## config.mk

```make
export PLATFORM = sky130hd
export DESIGN_NAME = sro_readout
export DESIGN_NICKNAME = d
export VERILOG_FILES = /design/src/verilog/sro_pkg.sv /design/src/verilog/sro_fifo.sv /design/src/verilog/sro_readout.sv
export VERILOG_INCLUDE_DIRS = /design/src /design/src/verilog
export SDC_FILE = /design/constraint.sdc
export NUM_CORES = 1
export LEC_CHECK = 0
export ABC_CLOCK_PERIOD_IN_PS = 3200
export BUFFER_PORTS_ARGS = -buffer_cell sky130_fd_sc_hd__buf_2
export CAP_MARGIN = 10
export CORE_MARGIN = 3
export CORE_UTILIZATION = 30
export DETAILED_ROUTE_END_ITERATION = 7
export HOLD_SLACK_MARGIN = 0.06
export PLACE_DENSITY = 0.54
export SKIP_LAST_GASP = 1
export SYNTH_ARGS = -nofsm -noshare
export SYNTH_HDL_FRONTEND = slang
export SYNTH_SLANG_ARGS = --single-unit
```

## constraint.sdc

```tcl
create_clock -name CLK_SYS -period 3.2 [get_ports CLK_SYS]
set_input_delay 0.64 -clock CLK_SYS [delete_from_list [all_inputs] [get_ports CLK_SYS]]
set_output_delay 0.64 -clock CLK_SYS [all_outputs]
set_load 0.01 [all_outputs]
```

## src/verilog/sro_defs.svh

```systemverilog
// Constants for the serial readout block of the successive-approximation core.
`ifndef SRO_DEFS_SVH
`define SRO_DEFS_SVH

`define SRO_RESULT_WIDTH 18
`define SRO_FIFO_DEPTH 16
`define SRO_CLK_MHZ 25
`define SRO_CONV_TIME_NS 1500
`define SRO_CONV_CYCLES ((`SRO_CONV_TIME_NS * `SRO_CLK_MHZ + 999) / 1000)
`define SRO_BUSY_FALLS 19
`define SRO_PLAIN_FALLS 18
`define SRO_BUSY_BIT_CS 1'h0
`define SRO_BUSY_BIT_CHAIN 1'h1

`endif

```

## src/verilog/sro_pkg.sv

```systemverilog
// Types used only by the serial readout block, not by its result buffer.
package sro_pkg;

    typedef enum logic [2:0] {
        SRO_ACQ  = 3'b001,
        SRO_CONV = 3'b010,
        SRO_SHDN = 3'b100
    } sro_state_t;

    typedef struct packed {
        logic trig;
        logic sclk;
        logic sel;
    } sro_pins_t;

endpackage : sro_pkg

```

## src/verilog/sro_fifo.sv

```systemverilog
// Result buffer between the conversion core and the serial readout.
`timescale 1ns/1ps
module sro_fifo #(
    parameter int WIDTH = 18,
    parameter int DEPTH = 16
) (
    input wire logic clk,
    input wire logic rst_n,
    input wire logic [WIDTH-1:0] in_data,
    input wire logic in_valid,
    output logic in_ready,
    output logic [WIDTH-1:0] out_data,
    output logic out_valid,
    input wire logic out_ready
);
    localparam int AW = $clog2(DEPTH);

    logic [WIDTH-1:0] mem [DEPTH];
    logic [AW-1:0] wr_reg;
    logic [AW-1:0] rd_reg;
    logic [AW:0] cnt_reg;
    logic push;
    logic pop;

    assign in_ready = (cnt_reg != DEPTH[AW:0]);
    assign out_valid = (cnt_reg != '0);
    assign out_data = mem[rd_reg];
    assign push = in_valid & in_ready;
    assign pop = out_valid & out_ready;

    always_ff @(posedge clk) begin
        if (push) begin
            mem[wr_reg] <= in_data;
        end
    end

    always_ff @(posedge clk or negedge rst_n) begin
        if (!rst_n) begin
            wr_reg <= '0;
            rd_reg <= '0;
            cnt_reg <= '0;
        end else begin
            if (push) begin
                wr_reg <= (wr_reg == AW'(DEPTH - 1)) ? '0 : wr_reg + 1'b1;
            end
            if (pop) begin
                rd_reg <= (rd_reg == AW'(DEPTH - 1)) ? '0 : rd_reg + 1'b1;
            end
            cnt_reg <= cnt_reg + {{AW{1'b0}}, push} - {{AW{1'b0}}, pop};
        end
    end

endmodule : sro_fifo

```

## src/verilog/sro_readout.sv

```systemverilog
// Serial readout, mode selection and shutdown of the converter interface.
//
// How it works
// - Select input at trigger rise picks mode.
// - Select tied to trigger gives chain mode.
// - Chip-select busy when trigger/select low at end.
// - Chain busy follows shift clock at rise.
// - Busy bit precedes data, flushed by one clock.
// - Output bit holds across rising clock edge.
// - Chip-select: unread bits go out before new ones.
// - Trigger fall, clock high: enter shutdown.
// - Trigger fall, clock low: leave shutdown.
// - Chip-select rise starts conversion, output floats.
// - Conversion completes regardless of trigger level.
// - Trigger fall shows MSB, falls shift on.
// - No busy: float after eighteenth falling edge.
// - Busy: output driven low at conversion end.
// - Busy: float after nineteenth edge or trigger and select both high.
// - Result is 18-bit straight binary code.
// - Chain input shifts through like one register.
// - Chain without busy: MSB first, 18N edges.
// - Chain busy bit not passed, 18N+1 edges.
// - Four-wire readout starts with select low.
`timescale 1ns/1ps
`include "sro_defs.svh"
module sro_readout #(
    parameter int W = `SRO_RESULT_WIDTH,
    parameter int DEPTH = `SRO_FIFO_DEPTH,
    parameter int CONV_CYCLES = `SRO_CONV_CYCLES
) (
    input wire logic CLK_SYS,
    input wire logic RSTN,
    input wire logic CONVERSION_TRIGGER,
    input wire logic SHIFT_CLOCK,
    input wire logic CHAIN_SELECT_INPUT,
    input wire logic [W-1:0] RESULT_DATA,
    input wire logic RESULT_VALID,
    output logic RESULT_READY,
    output logic SERIAL_RESULT_OUTPUT,
    output logic SERIAL_RESULT_OUTPUT_OE,
    output logic CONV_START,
    output logic CONV_ACTIVE,
    output logic SHUTDOWN,
    output logic CHAIN_MODE,
    output logic BUSY_ENABLED
);
    localparam int SW = 2 * W;
    localparam int CW = $clog2(CONV_CYCLES + 1);
    localparam int LW = $clog2(SW + 1);
    localparam logic [CW-1:0] CONV_LAST = CW'(CONV_CYCLES - 1);
    localparam logic [LW-1:0] W_L = LW'(W);
    localparam logic [LW-1:0] SW_L = LW'(SW);
    localparam logic [5:0] BUSY_LIM = 6'(`SRO_BUSY_FALLS);
    localparam logic [5:0] PLAIN_LIM = 6'(`SRO_PLAIN_FALLS);

    sro_pkg::sro_pins_t pin_m_reg;
    sro_pkg::sro_pins_t pin_s_reg;
    sro_pkg::sro_pins_t pin_d_reg;
    sro_pkg::sro_state_t state_reg;
    logic [CW-1:0] cnt_reg;
    logic chain_reg;
    logic busy_reg;
    logic busy_pend_reg;
    logic [SW-1:0] sr_reg;
    logic [LW-1:0] left_reg;
    logic [5:0] falls_reg;
    logic sdo_reg;
    logic oe_reg;
    logic start_reg;

    logic trig_rise;
    logic trig_fall;
    logic sclk_fall;
    logic cs_active;
    logic conv_done;
    logic out_done;
    logic shift_ok;
    logic busy_next;
    logic sdo_next;
    logic oe_next;
    logic [5:0] fall_lim;
    logic [W-1:0] fifo_data;
    logic fifo_valid;

    // Every pin passes two flops; the third stage gives edge history and the select/clock levels read at a trigger edge.
    always_ff @(posedge CLK_SYS or negedge RSTN) begin
        if (!RSTN) begin
            pin_m_reg <= '0;
            pin_s_reg <= '0;
            pin_d_reg <= '0;
        end else begin
            pin_m_reg <= {CONVERSION_TRIGGER, SHIFT_CLOCK, CHAIN_SELECT_INPUT};
            pin_s_reg <= pin_m_reg;
            pin_d_reg <= pin_s_reg;
        end
    end

    assign trig_rise = pin_s_reg.trig & ~pin_d_reg.trig;
    assign trig_fall = ~pin_s_reg.trig & pin_d_reg.trig;
    assign sclk_fall = ~pin_s_reg.sclk & pin_d_reg.sclk;

    sro_fifo #(
        .WIDTH(W),
        .DEPTH(DEPTH)
    ) u_fifo (
        .clk(CLK_SYS),
        .rst_n(RSTN),
        .in_data(RESULT_DATA),
        .in_valid(RESULT_VALID),
        .in_ready(RESULT_READY),
        .out_data(fifo_data),
        .out_valid(fifo_valid),
        .out_ready(conv_done)
    );

    // A conversion only finishes once the core has delivered its word.
    assign conv_done = (state_reg == sro_pkg::SRO_CONV)
        && (cnt_reg == CONV_LAST) && fifo_valid;
    // Select and trigger both high means the chip-select readout is idle.
    assign cs_active = ~(pin_s_reg.trig & pin_s_reg.sel);
    assign fall_lim = busy_pend_reg || busy_reg ? BUSY_LIM : PLAIN_LIM;
    assign out_done = (falls_reg >= fall_lim);
    assign busy_next = ~pin_s_reg.trig | ~pin_s_reg.sel;
    assign shift_ok = (state_reg == sro_pkg::SRO_ACQ)
        && (chain_reg || (cs_active && !out_done));

    // The level seen one cycle before the rise is used, so a select pin
    // wired to the trigger reads low and lands in chain mode.
    always_ff @(posedge CLK_SYS or negedge RSTN) begin
        if (!RSTN) begin
            state_reg <= sro_pkg::SRO_ACQ;
            cnt_reg <= '0;
            chain_reg <= 1'b0;
            busy_reg <= 1'b0;
            start_reg <= 1'b0;
        end else begin
            start_reg <= 1'b0;
            unique case (state_reg)
                sro_pkg::SRO_ACQ: begin
                    if (trig_rise) begin
                        state_reg <= sro_pkg::SRO_CONV;
                        cnt_reg <= '0;
                        start_reg <= 1'b1;
                        chain_reg <= ~pin_d_reg.sel;
                        if (!pin_d_reg.sel) begin
                            busy_reg <= pin_d_reg.sclk;
                        end
                    end else if (trig_fall && pin_d_reg.sclk) begin
                        state_reg <= sro_pkg::SRO_SHDN;
                    end
                end
                sro_pkg::SRO_CONV: begin
                    // The trigger is only read here for the chip-select busy choice.
                    if (cnt_reg != CONV_LAST) begin
                        cnt_reg <= cnt_reg + 1'b1;
                    end else if (conv_done) begin
                        state_reg <= sro_pkg::SRO_ACQ;
                        if (!chain_reg) begin
                            busy_reg <= busy_next;
                        end
                    end
                end
                sro_pkg::SRO_SHDN: begin
                    if (trig_fall && !pin_d_reg.sclk) begin
                        state_reg <= sro_pkg::SRO_ACQ;
                    end
                end
                default: begin
                    state_reg <= sro_pkg::SRO_ACQ;
                end
            endcase
        end
    end

    // The result word is MSB aligned; in chip-select mode bits still unread from the last cycle
    // stay on top and the new word is appended below them.  Only two words
    // fit, so a third unread word pushes the newest bits off the end.
    always_ff @(posedge CLK_SYS or negedge RSTN) begin
        if (!RSTN) begin
            sr_reg <= '0;
            left_reg <= '0;
            busy_pend_reg <= 1'b0;
            falls_reg <= '0;
        end else if (conv_done) begin
            falls_reg <= '0;
            busy_pend_reg <= chain_reg ? busy_reg : busy_next;
            if (chain_reg) begin
                sr_reg <= {fifo_data, {W{1'b0}}};
                left_reg <= W_L;
            end else begin
                sr_reg <= sr_reg
                    | ({fifo_data, {W{1'b0}}} >> left_reg);
                left_reg <= (left_reg > W_L) ? SW_L : left_reg + W_L;
            end
        end else if (trig_rise && chain_reg
            && state_reg == sro_pkg::SRO_ACQ) begin
            // Chain mode never keeps leftovers, so a chip-select cycle that
            // follows a chain cycle must not see the upstream bits as unread.
            sr_reg <= '0;
            left_reg <= '0;
        end else if (sclk_fall && shift_ok) begin
            if (falls_reg != 6'h3F) begin
                falls_reg <= falls_reg + 6'h01;
            end
            if (busy_pend_reg) begin
                busy_pend_reg <= 1'b0;
            end else if (chain_reg) begin
                // The upstream bit takes the slot freed at the bottom.
                sr_reg <= {sr_reg[SW-2:0], 1'b0}
                    | (SW'(pin_s_reg.sel) << (SW_L - left_reg));
            end else if (left_reg != '0) begin
                sr_reg <= {sr_reg[SW-2:0], 1'b0};
                left_reg <= left_reg - 1'b1;
            end
        end
    end

    // Output value and enable are decided here and held in flops, so a bit
    // only moves on a falling shift edge and stays put across the rising one.
    always_comb begin
        sdo_next = sr_reg[SW-1];
        oe_next = 1'b0;
        unique case (state_reg)
            sro_pkg::SRO_SHDN: begin
                sdo_next = 1'b0;
                oe_next = 1'b0;
            end
            sro_pkg::SRO_CONV: begin
                sdo_next = 1'b0;
                oe_next = chain_reg;
            end
            sro_pkg::SRO_ACQ: begin
                if (chain_reg) begin
                    oe_next = 1'b1;
                    if (busy_pend_reg) begin
                        sdo_next = `SRO_BUSY_BIT_CHAIN;
                    end
                end else if (busy_pend_reg) begin
                    sdo_next = `SRO_BUSY_BIT_CS;
                    oe_next = cs_active;
                end else begin
                    oe_next = cs_active && !out_done
                        && (left_reg != '0);
                end
            end
            default: begin
                sdo_next = 1'b0;
                oe_next = 1'b0;
            end
        endcase
    end

    always_ff @(posedge CLK_SYS or negedge RSTN) begin
        if (!RSTN) begin
            sdo_reg <= 1'b0;
            oe_reg <= 1'b0;
        end else begin
            sdo_reg <= sdo_next;
            oe_reg <= oe_next;
        end
    end

    assign SERIAL_RESULT_OUTPUT = sdo_reg;
    assign SERIAL_RESULT_OUTPUT_OE = oe_reg;
    assign CONV_START = start_reg;
    assign CONV_ACTIVE = (state_reg == sro_pkg::SRO_CONV);
    assign SHUTDOWN = (state_reg == sro_pkg::SRO_SHDN);
    assign CHAIN_MODE = chain_reg;
    assign BUSY_ENABLED = busy_reg;
endmodule : sro_readout

```

==> impl_metrics.toml <==
[sta]
finalHoldViolations = 0
report.final.setup_viol = 14
grt_setup_unrepaired = "yes"
worstMarginPinSlew_ns = 0.778
max_freq_mhz = 291
clock_skew_ns = 0.0259
maxSlewHeadroom_pct = 47.4
maxSlewViolCount = 0
fin_tns_setup_ns = -1.53
fin_crit_sh_pct = 108
final.min_clock_period_ns = 3.44
layout_setup_ws_ns = -0.241

[final_layout]
largest_reg_flops = 288
final_antenna_diode_count = 0
drive_above_1_share_pct = 29.4
design.final.nets = 1581
layout-area-overhead-vs-synth_pct = 24.6
fillerInstances = 5516
final_cell_mix = "288 x edfxtp_1, 191 x buf_4, 99 x nand2_1"
most_common_cell_after_layout_fill_and_taps_aside = "edfxtp_1"
final_area_um2 = 22000

[synth]
synth_async_sr_flop_share_pct = 22.8
postSynth.topFlopCell = "edfxtp_1"
synth-edff-count = 288
post_synth.cell_area_avg_um2 = 13.3
yosysSeqAreaShare_pct = 61.1
ys_ff_latch = 373
synth_cell_types = 84
post_synth_instance_area_um2 = 17600
synth.top_cells.by_area = "edfxtp_1 49%, dfrtp_1 12%, mux4_2 5.6%"
synth.net_count = 1372
cell_count_after_synthesis = 1326
synth.largest_area_cell = "edfxtp_1"
yosys.area.top_type_share_pct = 49.0
yosys_warnings = 0

[clock_network]
skew_pair_late_insertion_delay_ns = 0.58
buffer_levels_on_the_longest_clock_path = 3
clock_sink_count = 373
htreeDepth = 2
cts_tree = "built"
cts_made_buffers = 43
cts-root-buf = "clkbuf_16"
clkTransAtPathRegs_ns = 0.06

[pwr]
power_leakage_uw = 0.00784
power.total_uw = 17200
power_density_nw_per_um2 = 781
max-vdd-ir-drop_mv = 0.505

[global_routing]
antenna_found_initial = 1
grt_pass1_wl_mm = 81.6
total_routing_usage_gr_pct = 17.3
grt_start_max_net_pins = 47
aggregate_global_routing_overflow = 0
via_count_of_the_first_global_routing_pass = 12600

[status]
violated_checks = "setup timing"
status = "finished, violations left"

[floorplanning]
area_of_the_placeable_core_um2 = 57900
num_rows = 88
floorplan.initialDensity_pct = 30.5
io_pins = 32
die-width_um = 249
die_area_um2 = 61800
die_y_um = 249

[drt]
detailedRoute.firstPassIterationCount = 5
via_to_cell_ratio = 5.43
initialDrtViolationCount = 1318
antenna_nets_post_route = 0
wl_mm = 55.1
drc = 0
num_vias = 12700
route.detailed.wl_per_inst_um = 23.6

[worst_setup_path]
cp_data_arrival_time_ns = 3.92
critical_path_class = "reg -> reg"
crit_path_end_kind = "flip-flop"
critPathMaxFanout = 5
cp-start-kind = "flip-flop"
worst-endpoint-required_ns = 3.67
r2r.worst_path.cells = 10
ff2ff_setup_slack_ns = -0.24

[placement]
place.detailed.hpwl_mm = 36.8
buffer_ports.inserted = 31
preCtsSetupSlack_ns = -0.256
globalplace.congestion = 0.922
placedInstanceArea_um2 = 20100

[job]
max_cap_violations = 0

[hold_path]
timing.hold.worst.class = "in -> async"
==> power breakdown <==
part           internal, µW  total, µW  switching [µW]
combinational          2270       5850            3580
sequential             5890       6290             401
clock                  2980       5040            2060
total                 11100      17200            6050
==> per-stage QoR <==
step | std cells | hold WS (ns) | util [%]
after CTS | 2331 | 0.0996 | 37.6
final | 2335 | 0.0791 | 38.0
after global placement | 2238 | 0.337 | 34.7
after detailed placement | 2238 | 0.336 | 34.7
after floorplan | 1326 | 0.331 | -
after global routing | 2335 | 0.115 | 38.0
==> final cells by class <==
cell class / instances / area [µm²] / share of cell area (%)
Clock buffer: 54 / 1190 / 5.41
Sequential cell: 373 / 10800 / 49.0
Multi-Input combinational cell: 845 / 6710 / 30.5
Timing Repair Buffer: 243 / 1960 / 8.93
Clock inverter: 26 / 269 / 1.22
Tap cell: 765 / 957 / 4.35
Inverter: 29 / 109 / 0.495
==> Yosys cell counts, drive strengths merged, types with 27 or more instances <==
cell	instances
edfxtp	288
mux2	32
dfrtp	84
o21ai	58
nand2	103
a21oi	51
buf	28
mux4	50
nor2	93
clkbuf	51
nand3	30
mux2i	48
nor3	30
a22oi	27
inv	28
==> logic make-up after synthesis <==
family	Yosys count	synth area share, %
muxes	130	11.3
DFF	373	61.1
AOI/OAI and AO/OA	326	13.1
buffers and inverters	108	2.53
and+or+nand+nor	349	9.52
xor gates and xnor gates	18	0.893
adders and majority gates	22	1.60
==> per-layer routing <==
layer	global-route usage [%]	part of all wire, %	vias to the layer above
met3	2.98	6.4	115
li1	-	-	5653
met1	23.0	43	6402
met4	6.65	3.6	2
met5	0	0.013	-
met2	28.3	47	515
==> worst max-delay path, stage by stage (launching register included) <==
cell and delay, ns:
dfrtp_4 0.54, buf_12 0.16, buf_6 0.10, mux4_2 0.40, mux2_4 0.29, a22o_1 0.18, or3_4 0.37, a221o_1 0.32
mux4_2 0.48, a2111o_1 0.37, o211a_1 0.11
==> timing repair <==
item / 4_1_cts / 5_1_grt
buffers inserted: 14 / 4
endpoints found under the setup margin: 25 / 30
pin swaps: 7 / 16
hold buffers: 0 / 0
gates resized for setup: 39 / 38
gates cloned: 0 / 0
==> worst paths after layout <==
path / startpoint / to
max: u_fifo.rd_reg[0] / sr_reg[20]
min: RSTN / sr_reg[1]
max reg2reg: u_fifo.rd_reg[0] / sr_reg[20]
min reg2reg: pin_m_reg[2] / pin_s_reg[2]
max in group asynchronous: RSTN / u_fifo.rd_reg[1]
min in group CLK_SYS: CHAIN_SELECT_INPUT / pin_m_reg[0]
No activity file was read; power rests on OpenSTA's default activity.
